**config.mk**
```make
export PLATFORM = sky130hd
export DESIGN_NAME = spdc_top
export DESIGN_NICKNAME = d
export VERILOG_FILES = /design/src/design/spdc_pkg.sv /design/src/design/spdc_chan_cnt.sv /design/src/design/spdc_top.sv
export SDC_FILE = /design/constraint.sdc
export NUM_CORES = 1
export LEC_CHECK = 0
export BUFFER_PORTS_ARGS = -buffer_cell sky130_fd_sc_hd__buf_4
export CAP_MARGIN = 30
export CORE_ASPECT_RATIO = 1.2
export CORE_MARGIN = 2
export CORE_UTILIZATION = 55
export CTS_CLUSTER_SIZE = 16
export DETAILED_ROUTE_END_ITERATION = 8
export HOLD_SLACK_MARGIN = 0.12
export PLACE_DENSITY_LB_ADDON = 0.08
export SYNTH_ARGS = -nofsm -noshare
export SYNTH_HDL_FRONTEND = slang
export SYNTH_SLANG_ARGS = --single-unit
```
**constraint.sdc**
```tcl
create_clock -name i_ref_clk -period 3.4 [get_ports i_ref_clk]
set_input_delay 0 -clock i_ref_clk [delete_from_list [all_inputs] [get_ports i_ref_clk]]
set_output_delay 0 -clock i_ref_clk [all_outputs]
set_load 0.05 [all_outputs]
```
**src/design/spdc_pkg.sv**
```systemverilog
// Purpose: shared constants and types of the sync pulse demultiplexing counter
// Assumes: one 10 MHz reference clock, inputs synchronous to it
// Notes: all timing counts are derived here from times in ns
package spdc_pkg;
    // ==========================================
    // clock and timing
    localparam int REF_NS = 100;
    localparam int ONESHOT_NS = 400;
    // least time: round up to whole cycles
    localparam int ONESHOT_CYC = (ONESHOT_NS + REF_NS - 1) / REF_NS;
    localparam int TMR_W = 4;
    localparam logic [TMR_W-1:0] ONESHOT_LD = TMR_W'(ONESHOT_CYC);
    localparam logic [TMR_W-1:0] TMR_LAST = 4'h1;
    localparam logic [TMR_W-1:0] TMR_RST = 4'h0;

    // ==========================================
    // widths
    localparam int NCH = 3;
    localparam int CNT_W = 16;
    localparam int PER_W = 16;
    localparam int DIV_STAGES = 14;
    localparam int GATE_W = DIV_STAGES + 1;
    localparam int SEL_W = 4;
    localparam logic [SEL_W-1:0] SEL_MIN = 4'h1;
    localparam logic [SEL_W-1:0] SEL_MAX = 4'he;
    localparam logic [1:0] LOCK_SYNCS = 2'h2;

    // ==========================================
    // reset values
    localparam logic REC_CLK_IDLE = 1'b1;
    localparam logic LINE_IDLE = 1'b1;
    localparam logic [CNT_W-1:0] CNT_RST = 16'h0000;
    localparam logic [PER_W-1:0] PER_RST = 16'h0000;
    localparam logic [GATE_W-1:0] GATE_RST = 15'h0000;

    typedef struct packed {
        logic slot;
        logic [CNT_W-1:0] count;
    } spdc_chan_s;
endpackage

```
**src/design/spdc_chan_cnt.sv**
```systemverilog
// Purpose: one channel slot sampler and gated pulse counter
// Assumes: i_sample strikes once per transmitter clock at the channel slot
// Notes: a low line at the sample point means a data pulse is present
`timescale 1ns/10ps
module spdc_chan_cnt (
    input wire logic i_ref_clk,
    input wire logic i_rst_n,
    input wire logic i_ce,
    input wire logic i_sample,
    input wire logic i_level,
    input wire logic i_gate_end,
    output spdc_pkg::spdc_chan_s o_chan
);
    logic slot_r;
    logic [spdc_pkg::CNT_W-1:0] cnt_r;
    logic [spdc_pkg::CNT_W-1:0] hold_r;
    wire logic inc = i_sample & ~i_level & ~slot_r;
    wire logic [spdc_pkg::CNT_W-1:0] cnt_nxt = cnt_r + spdc_pkg::CNT_W'(inc);

    // ==========================================
    // slot flip-flop and counter
    always_ff @(posedge i_ref_clk or negedge i_rst_n) begin
        if (!i_rst_n) begin
            slot_r <= 1'b0;
            cnt_r <= spdc_pkg::CNT_RST;
            hold_r <= spdc_pkg::CNT_RST;
        end else if (i_ce) begin
            if (i_sample) begin
                slot_r <= ~i_level;
            end
            if (i_gate_end) begin
                // a pulse landing on the gate edge belongs to the closing gate
                hold_r <= cnt_nxt;
                cnt_r <= spdc_pkg::CNT_RST;
            end else begin
                cnt_r <= cnt_nxt;
            end
        end
    end

    assign o_chan = '{slot: slot_r, count: hold_r};
endmodule

```
**src/design/spdc_top.sv**
```systemverilog
// Purpose: split a wire-ORed sync/data pulse stream, rebuild the clock, count per channel
// Assumes: line idles high, pulses pull it low; transmitter clock far below 10 MHz
// Notes: multiphase clock is a digital phase counter locked to each sync pulse
`timescale 1ns/10ps
module spdc_top (
    input wire logic i_ref_clk,
    input wire logic i_rst_n,
    input wire logic i_ce,
    input wire logic i_mux_line,
    input wire logic [spdc_pkg::SEL_W-1:0] i_gate_sel,
    output logic o_rec_clk_n,
    output logic o_locked,
    output logic [spdc_pkg::PER_W-1:0] o_period,
    output logic o_gate_done,
    output logic [spdc_pkg::GATE_W-1:0] o_gate_periods,
    output spdc_pkg::spdc_chan_s [spdc_pkg::NCH-1:0] o_chan
);
    typedef enum logic [1:0] {ST_IDLE, ST_TIME, ST_CLR} spdc_state_e;

    spdc_state_e state_r;
    spdc_state_e state_nxt;
    logic [spdc_pkg::TMR_W-1:0] timer_r;
    logic [spdc_pkg::TMR_W-1:0] timer_nxt;
    logic line_d_r;
    logic cap_r;
    logic rec_clk_n_r;
    logic rec_clk_n_nxt;
    logic sync_ev_r;
    logic [spdc_pkg::PER_W-1:0] pos_r;
    logic [spdc_pkg::PER_W-1:0] period_r;
    logic [1:0] syncs_r;
    logic [spdc_pkg::GATE_W-1:0] div_r;
    logic gate_end_r;
    logic [spdc_pkg::GATE_W-1:0] gate_periods_r;
    logic [spdc_pkg::NCH-1:0] strobe_r;

    // ==========================================
    // pulse width discriminator
    wire logic fall = line_d_r & ~i_mux_line;
    wire logic tmr_end = (state_r == ST_TIME) && (timer_r == spdc_pkg::TMR_LAST);
    // short pulse has already returned high when the timing pulse ends
    wire logic is_sync = tmr_end & i_mux_line;

    always_comb begin
        state_nxt = state_r;
        timer_nxt = timer_r;
        rec_clk_n_nxt = rec_clk_n_r;
        case (state_r)
            ST_IDLE: begin
                if (fall) begin
                    state_nxt = ST_TIME;
                    timer_nxt = spdc_pkg::ONESHOT_LD;
                end
            end
            ST_TIME: begin
                // not retriggerable: edges inside the timing pulse are ignored
                if (timer_r == spdc_pkg::TMR_LAST) begin
                    rec_clk_n_nxt = ~i_mux_line;
                    state_nxt = i_mux_line ? ST_CLR : ST_IDLE;
                end else begin
                    timer_nxt = timer_r - spdc_pkg::TMR_LAST;
                end
            end
            ST_CLR: begin
                // one reference cycle stands in for the two gate delays
                rec_clk_n_nxt = spdc_pkg::REC_CLK_IDLE;
                state_nxt = ST_IDLE;
                if (fall) begin
                    state_nxt = ST_TIME;
                    timer_nxt = spdc_pkg::ONESHOT_LD;
                end
            end
            default: begin
                state_nxt = ST_IDLE;
                rec_clk_n_nxt = spdc_pkg::REC_CLK_IDLE;
            end
        endcase
    end

    always_ff @(posedge i_ref_clk or negedge i_rst_n) begin
        if (!i_rst_n) begin
            state_r <= ST_IDLE;
            timer_r <= spdc_pkg::TMR_RST;
            line_d_r <= spdc_pkg::LINE_IDLE;
            cap_r <= 1'b0;
            rec_clk_n_r <= spdc_pkg::REC_CLK_IDLE;
            sync_ev_r <= 1'b0;
        end else if (i_ce) begin
            state_r <= state_nxt;
            timer_r <= timer_nxt;
            line_d_r <= i_mux_line;
            if (tmr_end) begin
                cap_r <= i_mux_line;
            end else if (state_r == ST_CLR) begin
                cap_r <= 1'b0;
            end
            rec_clk_n_r <= rec_clk_n_nxt;
            sync_ev_r <= is_sync;
        end
    end

    // ==========================================
    // phase counter locked to the rebuilt clock
    function automatic logic [spdc_pkg::PER_W-1:0] slot_point(input logic [spdc_pkg::PER_W-1:0] per,
                                                            input int unsigned k);
        logic [spdc_pkg::PER_W-1:0] q;
        q = per >> 2;
        // centre of quarter k, clear of the 150 ns output delay at its start
        slot_point = spdc_pkg::PER_W'(q * k) + (q >> 1);
    endfunction

    wire logic pos_sat = &pos_r;
    wire logic locked = (syncs_r == spdc_pkg::LOCK_SYNCS);

    always_ff @(posedge i_ref_clk or negedge i_rst_n) begin
        if (!i_rst_n) begin
            pos_r <= spdc_pkg::PER_RST;
            period_r <= spdc_pkg::PER_RST;
            syncs_r <= 2'h0;
        end else if (i_ce) begin
            if (sync_ev_r) begin
                pos_r <= spdc_pkg::PER_RST;
                period_r <= pos_r + 16'h0001;
                if (!locked) begin
                    syncs_r <= syncs_r + 2'h1;
                end
            end else if (!pos_sat) begin
                pos_r <= pos_r + 16'h0001;
            end
        end
    end

    // ==========================================
    // channel slots; phase 0 carries the sync pulse
    genvar g;
    generate
        for (g = 0; g < spdc_pkg::NCH; g++) begin : g_chan
            wire logic hit = locked && (pos_r == slot_point(period_r, g + 1));
            always_ff @(posedge i_ref_clk or negedge i_rst_n) begin
                if (!i_rst_n) begin
                    strobe_r[g] <= 1'b0;
                end else if (i_ce) begin
                    strobe_r[g] <= hit & ~sync_ev_r;
                end
            end
            spdc_chan_cnt u_chan (
                .i_ref_clk(i_ref_clk),
                .i_rst_n(i_rst_n),
                .i_ce(i_ce),
                .i_sample(strobe_r[g]),
                .i_level(i_mux_line),
                .i_gate_end(gate_end_r),
                .o_chan(o_chan[g])
            );
        end
    endgenerate

    // ==========================================
    // gate divider counting rebuilt clock periods
    // taps 1..14 give 2 to 16384 periods; choose so the gate spans whole mains cycles
    wire logic [spdc_pkg::SEL_W-1:0] sel_lo = (i_gate_sel < spdc_pkg::SEL_MIN) ? spdc_pkg::SEL_MIN : i_gate_sel;
    wire logic [spdc_pkg::SEL_W-1:0] sel = (sel_lo > spdc_pkg::SEL_MAX) ? spdc_pkg::SEL_MAX : sel_lo;
    wire logic [spdc_pkg::GATE_W-1:0] gate_len = spdc_pkg::GATE_W'(1) << sel;
    wire logic [spdc_pkg::GATE_W-1:0] div_inc = div_r + spdc_pkg::GATE_W'(1);
    wire logic div_wrap = sync_ev_r && (div_inc >= gate_len);

    always_ff @(posedge i_ref_clk or negedge i_rst_n) begin
        if (!i_rst_n) begin
            div_r <= spdc_pkg::GATE_RST;
            gate_end_r <= 1'b0;
            gate_periods_r <= spdc_pkg::GATE_RST;
        end else if (i_ce) begin
            gate_end_r <= div_wrap;
            if (div_wrap) begin
                div_r <= spdc_pkg::GATE_RST;
                gate_periods_r <= div_inc;
            end else if (sync_ev_r) begin
                div_r <= div_inc;
            end
        end
    end

    // ==========================================
    // registered outputs
    always_ff @(posedge i_ref_clk or negedge i_rst_n) begin
        if (!i_rst_n) begin
            o_rec_clk_n <= spdc_pkg::REC_CLK_IDLE;
            o_locked <= 1'b0;
            o_period <= spdc_pkg::PER_RST;
            o_gate_done <= 1'b0;
            o_gate_periods <= spdc_pkg::GATE_RST;
        end else if (i_ce) begin
            o_rec_clk_n <= rec_clk_n_r;
            o_locked <= locked;
            o_period <= period_r;
            o_gate_done <= gate_end_r;
            o_gate_periods <= gate_periods_r;
        end
    end
endmodule

```
==> results of run 1 <==
[power by group]
group	total, mW	switching, mW	internal (mW)
combinational	2.02	1.20	0.821
clock	2.45	1.04	1.41
sequential	3.08	0.311	2.76
total	7.54	2.55	4.99
[what timing repair did]
item | 4_1_cts | 5_1_grt
setup buffers | 0 | 4
setup endpoints to repair | 2 | 33
pin swaps | 0 | 6
gates cloned | 0 | 0
gates resized for setup | 2 | 27
endpoints found under the hold margin | 173 | 0
hold buffers | 3 | 0
[path summary, 6_finish.rpt]
path	end	startpoint	depth (start not counted)	slack (ns)
max	strobe_r[2]	period_r[2]	12	0.09
min	g_chan[1].u_chan.hold_r[6]	i_rst_n	2	0.08
max reg2reg	strobe_r[2]	period_r[2]	12	0.09
min reg2reg	g_chan[0].u_chan.hold_r[8]	g_chan[0].u_chan.hold_r[8]	2	0.48
max in group asynchronous	g_chan[2].u_chan.cnt_r[1]	i_rst_n	3	2.36
min in group i_ref_clk	g_chan[0].u_chan.slot_r	i_mux_line	3	0.34
[layer usage]
| layer | wire length, µm | GRT usage |
|---|---|---|
| met3 | 1010 | 0.0260 |
| met4 | 701 | 0.0641 |
| met5 | 0 | 0 |
| met2 | 14400 | 0.429 |
| met1 | 13500 | 0.337 |
[logic make-up after synthesis]
| logic type | Yosys count | synth area share |
|---|---|---|
| mux | 56 | 0.0508 |
| xor+xnor | 135 | 0.0935 |
| compound gates | 355 | 0.167 |
| flops | 210 | 0.413 |
| buf+inv | 102 | 0.0334 |
| fa+ha+maj | 81 | 0.0891 |
| other cells | 1 | 0.000295 |
| simple gates | 422 | 0.153 |
[worst max-delay path, stage by stage (launching register included)]
cell and delay [ns]:
dfrtp_2 0.44, fa_1 0.55, ha_1 0.18, inv_1 0.06, fa_1 0.40, nand2b_1 0.19
a21oi_2 0.14, xnor2_1 0.12, nand4_1 0.16, a2111oi_4 0.25, nand4_1 0.14, or3_1 0.33
o32ai_1 0.22
[synth_stat cells, drive strengths merged (3+ instances only)]
master     n  area (µm²)
a22o      11        96.3
nand2b    11        68.8
mux2      49         552
dfrtp    207        5180
fa        16         320
xor2      37         324
nand3     40         200
a21o      16         121
and2       4        25.0
o32ai      3        33.8
mux2i      5        50.1
clkbuf    52         195
buf       21         121
a31oi     16         100
and3      40         250
a31o       8        70.1
nor3      15        75.1
dfstp      3        78.8
ha        65         813
nand2    206         773
nor2      54         203
nor2b     14        87.6
a21oi     38         190
a211oi     7        52.6
o21a       4        30.0
a2111oi    5        56.3
inv       28         105
nor3b      8        60.1
nand4      8        50.1
xnor2     98         866
or3       10        63.8
o31ai     21         158
o21ai    202        1010
o21bai     3        22.5
[final cells by class]
cell class              instances  share of cell area
flip-flops and latches        210               0.355
well taps                     315              0.0266
clock buffers                  32              0.0431
clock inverters                 9             0.00658
multi-input cells            1050               0.483
inverters                      29             0.00733
repair buffers                149              0.0789
[state kept, by name (all words and copies together), names as in the netlist]
register	flops
o_rec_clk_n	1
period_r	16
sync_ev_r	1
o_gate_done	1
gate_periods_r	15
rec_clk_n_r	1
state_r	2
line_d_r	1
o_gate_periods	15
o_period	16
div_r	15
g_chan.u_chan.hold_r	48
strobe_r	3
o_locked	1
pos_r	16
syncs_r	2
g_chan.u_chan.slot_r	3
gate_end_r	1
g_chan.u_chan.cnt_r	48
timer_r	4
[metrics by stage]
step / TNS (ns) / hold slack (ns)
5_1_grt: -0.0981 / 0.172
3_3_place_gp: 0 / 0.0956
3_5_place_dp: -0.0798 / 0.0914
4_1_cts: 0 / 0.134
2_1_floorplan: 0 / -0.296
6_report: 0 / 0.0758
==> impl_metrics.env, run 1 <==
export IMPL_cts_sinks=210
export IMPL_ant_nets=0
export IMPL_rsz0062_at_grt="yes"
export IMPL_dp_final_hpwl_um=21000
export IMPL_crit_required_ns=3.82
export IMPL_diodes=0
export IMPL_dp_cells=1746
export IMPL_clkTransAtPathRegs_ns=0.06
export IMPL_layout_commonest_cell="nand2_1"
export IMPL_synth_flop_cell="dfrtp_1"
export IMPL_worstMarginPinSlew_ns=0.798
export IMPL_syn_nets=1451
export IMPL_yosysSeqAreaShare=0.413
export IMPL_ir_worst_vdd_v=0.000441
export IMPL_end_kind="register"
export IMPL_crit_path_max_fanout=5
export IMPL_synth_area_um2=12700
export IMPL_multiInputGateArea_um2=7170
export IMPL_hold_viol=0
export IMPL_dieArea_um2=24400
export IMPL_grt_pass1_vias=9801
export IMPL_cap_violations=0
export IMPL_netlist_instances=1362
export IMPL_coreArea_um2=23000
export IMPL_drt_iter0_markers=584
export IMPL_die_height_um=171
export IMPL_drc=0
export IMPL_wire_per_inst_um=16.5
export IMPL_dp_slack_ns=-0.0798
export IMPL_power_density_nw_per_um2=508
export IMPL_worstSetupPathType="reg -> reg"
export IMPL_power_total_mw=7.54
export IMPL_layout_nets=1552
export IMPL_finalNonFillerCells=1794
export IMPL_finalSetupViolations=0
export IMPL_clock_skew_final_ns=0.0128
export IMPL_dr_pass1_iters=7
export IMPL_slew_violations=0
export IMPL_grt_pass1_wl_um=49600
export IMPL_synth_seq_cells=210
export IMPL_grt_max_degree=102
export IMPL_min_period_over_period=0.973
export IMPL_final_setup_worst_slack_ns=0.0929
export IMPL_gp_congestion=0.917
export IMPL_mostFrequentLayoutCells="204 x nand2_1, 201 x dfrtp_1, 197 x o21ai_0"
export IMPL_clockBufferDepth=3
export IMPL_initial_core_util=0.554
export IMPL_port_buffers=92
export IMPL_gr_usage_all_layers=0.249
export IMPL_area_delta_synth_final_pct=16.6
export IMPL_io_pins=93
export IMPL_ctsHtreeMaxLevel=1
export IMPL_status="complete, no violations"
export IMPL_hold_path_class="in -> async"
export IMPL_slew_headroom=0.468
export IMPL_cts_buffers_inserted=23
export IMPL_grt_antenna_before_repair=0
export IMPL_drive_gt1_frac=0.189
export IMPL_nFillCells=1955
export IMPL_post_route_util=0.646
export IMPL_max_clock_freq_mhz=302
export IMPL_start_kind="register"
export IMPL_arrival_ns=3.73
export IMPL_post_route_min_period_ns=3.31
export IMPL_grt_overflow=0
export IMPL_p_leak_nw=6.91
export IMPL_synth_edf_count=0
export IMPL_drt_wl_total_um=29600
export IMPL_synth_cell_types=69
export IMPL_clk_root_buffer_cell="clkbuf_16"
export IMPL_die_w_um=143
export IMPL_regArea_um2=5270
export IMPL_dpl_cell_area_um2=13900
export IMPL_clk_latency_ns=0.53
export IMPL_cts_tree="built"
export IMPL_ys_warn_count=0
export IMPL_routed_via_density=5.67
export IMPL_synthArstFlopShare=1.00
export IMPL_core_rowCount=61
export IMPL_design_area_um2=14800
export IMPL_syn_area_per_cell_um2=9.35
export IMPL_vias=10200
No activity file was read; power rests on OpenSTA's default activity.
==> inputs of run 2 (changes only) <==
--- a/config.mk
+++ b/config.mk
@@ -9,7 +9,8 @@
 export CAP_MARGIN = 30
 export CORE_ASPECT_RATIO = 1.2
 export CORE_MARGIN = 2
-export CORE_UTILIZATION = 55
+export CORE_UTILIZATION = 57
+export CTS_BUF_LIST = sky130_fd_sc_hd__clkbuf_4 sky130_fd_sc_hd__clkbuf_8
 export CTS_CLUSTER_SIZE = 16
 export DETAILED_ROUTE_END_ITERATION = 8
 export HOLD_SLACK_MARGIN = 0.12
==> run 2 against run 1 <==
Hold slack improved by 0.23 ns. Clock power up 3%. Power grew 0.82%. Critical endpoint unchanged. Largest cell class unchanged. Largest power group unchanged. Highest routed layer unchanged.
==> impl_metrics.env, run 2 (synthesized netlist as in run 1, its figures left out) <==
export IMPL_status="complete, no violations"
export IMPL_top_usage_layer="met2"
export IMPL_hold_path_class="in -> reg"
export IMPL_clkPwrFrac=0.333
export IMPL_r2r_start="period_r[2]"
export IMPL_dp_final_hpwl_um=21300
export IMPL_clock_skew_final_ns=0.0238
export IMPL_vias=10200
export IMPL_slew_headroom=0.512
export IMPL_cts_buffers_inserted=37
export IMPL_cap_violations=0
export IMPL_grt_max_degree=91
export IMPL_mostFrequentLayoutCells="204 x nand2_1, 200 x dfrtp_1, 198 x o21ai_0"
export IMPL_coreArea_um2=21800
export IMPL_switching_power_mw=2.56
export IMPL_cts_tree="built"
export IMPL_ctsHtreeMaxLevel=2
export IMPL_grt_pass1_wl_um=50000
export IMPL_clk_latency_ns=0.54
export IMPL_clkTransAtPathRegs_ns=0.06
export IMPL_wire_per_inst_um=16.6
export IMPL_reg_top3="g_chan.u_chan.cnt_r: 48 flops, g_chan.u_chan.hold_r: 48 flops"
export IMPL_power_total_mw=7.60
export IMPL_max_clock_freq_mhz=311
export IMPL_met2_usage=0.429
export IMPL_layout_commonest_cell="nand2_1"
export IMPL_initial_core_util=0.584
export IMPL_use_met3=0.0355
export IMPL_hold_viol=0
export IMPL_holdPathStages=7
export IMPL_gp_congestion=0.912
export IMPL_hold_path_end="gate_periods_r[12]"
export IMPL_grt_overflow=0
export IMPL_tns_ns=0
export IMPL_core_rowCount=59
export IMPL_drc=0
export IMPL_start_kind="register"
export IMPL_use_met1=0.345
export IMPL_io_pins=93
export IMPL_layout_nets=1569
export IMPL_die_height_um=168
export IMPL_r2r_slack_ns=0.19
export IMPL_drive_gt1_frac=0.204
export IMPL_power_density_nw_per_um2=511
export IMPL_diodes=0
export IMPL_die_w_um=140
export IMPL_port_buffers=92
export IMPL_min_period_over_period=0.945
export IMPL_drt_iter0_markers=669
export IMPL_dieArea_um2=23500
export IMPL_grt_antenna_before_repair=0
export IMPL_crit_required_ns=3.84
export IMPL_rr_endpoint="strobe_r[2]"
export IMPL_grt_pass1_vias=10000
export IMPL_clk_root_buffer_cell="clkbuf_8"
export IMPL_cts_sinks=210
export IMPL_internal_power_mw=5.04
export IMPL_worstSetupPathType="reg -> reg"
export IMPL_slew_violations=0
export IMPL_gr_usage_all_layers=0.257
export IMPL_dr_pass1_iters=6
export IMPL_min_from="i_gate_sel[2]"
export IMPL_crit_path_max_fanout=5
export IMPL_end_kind="register"
export IMPL_routed_via_density=5.71
export IMPL_ant_nets=0
export IMPL_post_route_min_period_ns=3.21
export IMPL_p_sw_frac=0.337
export IMPL_worstMarginPinSlew_ns=0.732
export IMPL_p_leak_nw=7.00
export IMPL_pwr_share_seq=0.405
export IMPL_area_delta_synth_final_pct=16.9
export IMPL_r2r_cells=11
export IMPL_p_comb_frac=0.263
export IMPL_ir_worst_vdd_v=0.000429
export IMPL_drt_wl_total_um=29600
export IMPL_finalSetupViolations=0
export IMPL_arrival_ns=3.66
export IMPL_clockBufferDepth=3
[run 2: cell count changes in the layout (fill, tap and decap cells not counted), moves of 6 or more]
cell,change
clkbuf_8,+46
clkbuf_16,-23
clkbuf_4,+9
clkbuf_1,-6
[run 2: layer usage]
layer  share of wire  vias up
met5               0        -
met4           0.026        0
met3           0.038       53
met2            0.48      214
met1            0.45     4877
li1                -     5031
[run 2: critical path, cell delays in order, from the launching register on]
cell and delay, ns:
dfrtp_1 0.44, fa_1 0.55, ha_1 0.16, inv_1 0.06, fa_1 0.46, xnor2_1 0.14
nor4_1 0.26, nand4_1 0.19, a2111oi_4 0.22, nand4_1 0.13, or3_1 0.32, o32ai_1 0.21
[run 2: cell type report]
type / instances / area, µm²
clock buffers: 58 / 742
repair buffers: 152 / 1200
fillers: 1761 / 6890
multi-input cells: 1050 / 7140
clock inverters: 8 / 75.1
inverters: 29 / 109
well taps: 274 / 343
flip-flops and latches: 210 / 5270
[run 2: through the flow]
step	cell area [µm²]	setup slack, ns	util	cells	hold WS (ns)
after floorplan	12700	0.00427	-	1362	-0.296
after global placement	13900	0.129	0.639	1709	0.0499
after detailed placement	13900	0.00898	0.639	1709	0.0496
after CTS	14800	0.0218	0.679	1780	0.295
after global routing	14900	-0.00843	0.683	1781	0.347
final	14900	0.187	0.683	1781	0.307
[run 2: power by group through the flow]
stage               registers [mW]  clock network, mW  logic (mW)
floorplan                     3.22                  0        1.24
global placement              3.11                  0        1.92
detailed placement            3.11                  0        1.97
CTS                           3.07               2.60        1.99
global route                  3.12               2.70        2.21
finish                        3.08               2.53        2.00
[run 2: timing repair]
action	4_1_cts	5_1_grt
endpoints found under the hold margin	137	0
hold buffers	5	0
buffers inserted	0	1
setup endpoints to repair	0	29
resized for setup	0	23
[run 2: worst max-delay path by stage]
stage,to,slack [ns],cells after the start,startpoint
finish,strobe_r[2],0.19,11,period_r[2]
floorplan,gate_periods_r[10],0.004,15,div_r[0]
CTS,strobe_r[0],0.02,11,period_r[3]
global route,strobe_r[2],-0.008,11,period_r[2]
global placement,strobe_r[2],0.13,10,period_r[12]
detailed placement,strobe_r[0],0.009,11,period_r[3]
==> inputs of run 3 (changes only) <==
==> constraint.sdc (replaced) <==
create_clock -name i_ref_clk -period 2.75 [get_ports i_ref_clk]
set_input_delay 0 -clock i_ref_clk [delete_from_list [all_inputs] [get_ports i_ref_clk]]
set_output_delay 0 -clock i_ref_clk [all_outputs]
set_load 0.05 [all_outputs]
==> run 3 against run 2 <==
The flow now finishes with violations (setup timing). First-iteration DRC count down 2.7%. Combinational power up 58%. Flip-flop and latch count is the same. Final cell count rose by 7.8%. Register-to-register slack worse by 0.56 ns. Utilization is 7.0 points higher. Global-route usage up 1.7 points. Sequential share of layout area decreased by 3.3 points. Wire length rose by 9.6%. Critical endpoint unchanged.
==> impl_metrics.env, run 3 (synthesized netlist as in run 1, its figures left out) <==
export IMPL_coreArea_um2=21800
export IMPL_area_delta_synth_final_pct=28.9
export IMPL_ant_nets=0
export IMPL_crit_path_max_fanout=3
export IMPL_r2r_slack_ns=-0.37
export IMPL_slew_violations=0
export IMPL_hold_path_end="strobe_r[2]"
export IMPL_whs_ns=0.159
export IMPL_cts_sinks=210
export IMPL_drc=0
export IMPL_power_density_nw_per_um2=619
export IMPL_ir_worst_vdd_v=0.000587
export IMPL_violations="setup timing"
export IMPL_routed_via_density=5.69
export IMPL_arrival_ns=3.56
export IMPL_start_kind="register"
export IMPL_cts_buffers_inserted=37
export IMPL_wire_per_inst_um=16.9
export IMPL_clock_skew_final_ns=0.0117
export IMPL_cp_slowest_cell="fa_1"
export IMPL_die_w_um=140
export IMPL_initial_core_util=0.584
export IMPL_core_rowCount=59
export IMPL_r2r_cells=11
export IMPL_grt_max_degree=86
export IMPL_ctsHtreeMaxLevel=2
export IMPL_grt_overflow=0
export IMPL_hold_viol=0
export IMPL_cp_top_family="adder cells"
export IMPL_gp_congestion=0.923
export IMPL_final_setup_worst_slack_ns=-0.374
export IMPL_clockBufferDepth=3
export IMPL_mostFrequentLayoutCells="270 x buf_4, 201 x dfrtp_1, 195 x nand2_1"
export IMPL_cap_violations=0
export IMPL_grt_pass1_wl_um=52700
export IMPL_dieArea_um2=23500
export IMPL_drt_iter0_markers=651
export IMPL_layout_commonest_cell="buf_4"
export IMPL_path_buf_inv=1
export IMPL_hold_path_class="in -> reg"
export IMPL_die_height_um=168
export IMPL_slew_headroom=0.468
export IMPL_vias=10900
export IMPL_drive_gt1_frac=0.310
export IMPL_power_total_mw=10.2
export IMPL_layout_nets=1707
export IMPL_dr_pass1_iters=5
export IMPL_cp_cell_sequence="fa_1, ha_2, inv_1, fa_2, xnor2_1, nor4_1, nand4_1, a2111oi_2, nand4_1, or3_1, o32ai_1"
export IMPL_clk_latency_ns=0.53
export IMPL_io_pins=93
export IMPL_min_period_over_period=1.14
export IMPL_worstMarginPinSlew_ns=0.795
export IMPL_dp_final_hpwl_um=22900
export IMPL_clkTransAtPathRegs_ns=0.06
export IMPL_holdPathStages=3
export IMPL_p_leak_nw=7.89
export IMPL_dp_cells=1832
export IMPL_end_kind="register"
export IMPL_rr_endpoint="strobe_r[2]"
export IMPL_r2r_start="period_r[2]"
export IMPL_post_route_util=0.754
export IMPL_cpMostUsedCell="nand4_1"
export IMPL_max_stage_delay_ns=0.55
export IMPL_port_buffers=92
export IMPL_finalSetupViolations=34
export IMPL_reg_top3="g_chan.u_chan.cnt_r: 48 flops, g_chan.u_chan.hold_r: 48 flops"
export IMPL_crit_required_ns=3.19
export IMPL_gr_usage_all_layers=0.274
export IMPL_grt_antenna_before_repair=0
export IMPL_clk_root_buffer_cell="clkbuf_8"
export IMPL_diodes=0
export IMPL_post_route_min_period_ns=3.12
export IMPL_tns_ns=-6.34
export IMPL_rsz0062_at_grt="yes"
export IMPL_finalNonFillerCells=1920
export IMPL_cts_tree="built"
export IMPL_status="finished with violations"
export IMPL_min_from="i_ce"
export IMPL_drt_wl_total_um=32500
export IMPL_grt_pass1_vias=10700
export IMPL_worstSetupPathType="reg -> reg"
export IMPL_max_clock_freq_mhz=320
run 3: worst max path at each step:
stage	startpoint	end	slack [ns]	depth (start not counted)
after floorplan	div_r[2]	gate_periods_r[10]	-0.39	15
after global placement	period_r[2]	strobe_r[2]	-0.36	11
after detailed placement	period_r[2]	strobe_r[2]	-0.42	12
after CTS	period_r[4]	strobe_r[2]	-0.37	11
after global routing	period_r[4]	strobe_r[2]	-0.55	11
final	period_r[2]	strobe_r[2]	-0.37	11
run 3: layout make-up:
| type | instances | area (µm²) |
|---|---|---|
| clock inverters | 6 | 92.6 |
| flip-flops and latches | 210 | 5270 |
| inverters | 29 | 109 |
| clock buffers | 61 | 752 |
| well taps | 274 | 343 |
| fillers | 1578 | 5360 |
| multi-input cells | 1050 | 7570 |
| repair buffers | 290 | 2280 |
run 3: metal layers:
metal  part of all wire  routed length (µm)  vias to the layer above  GRT usage
met5                  0                   0                        -          0
met4              0.024                 782                        0     0.0927
met3              0.044                1440                       65     0.0355
met2               0.50               16400                      283      0.473
met1               0.43               13900                     5276      0.356
li1                   -                   -                     5305          -
run 3: report_power, final:
group          total [mW]  internal [mW]  switching (mW)
Sequential           3.75           3.42           0.331
Clock                3.25           1.93            1.32
Combinational        3.16           1.38            1.78
Total                10.2           6.73            3.43
run 3: timing repair:
item	in CTS	in global routing
endpoints found under the hold margin	219	0
endpoints found under the setup margin	34	41
buffers inserted	12	8
hold buffers	3	0
gates resized for setup	69	49
pin swaps	27	22
cloned	2	0
run 3: tightest hold or removal path, stage by stage:
cell and delay, ns:
buf_4 0.11, buf_4 0.33, o32ai_1 0.19
run 3: through the flow:
stage | instance area (µm²) | setup slack, ns
global route | 16400 | -0.553
finish | 16400 | -0.374
detailed placement | 15000 | -0.423
global placement | 15000 | -0.362
CTS | 16200 | -0.374
floorplan | 12900 | -0.391
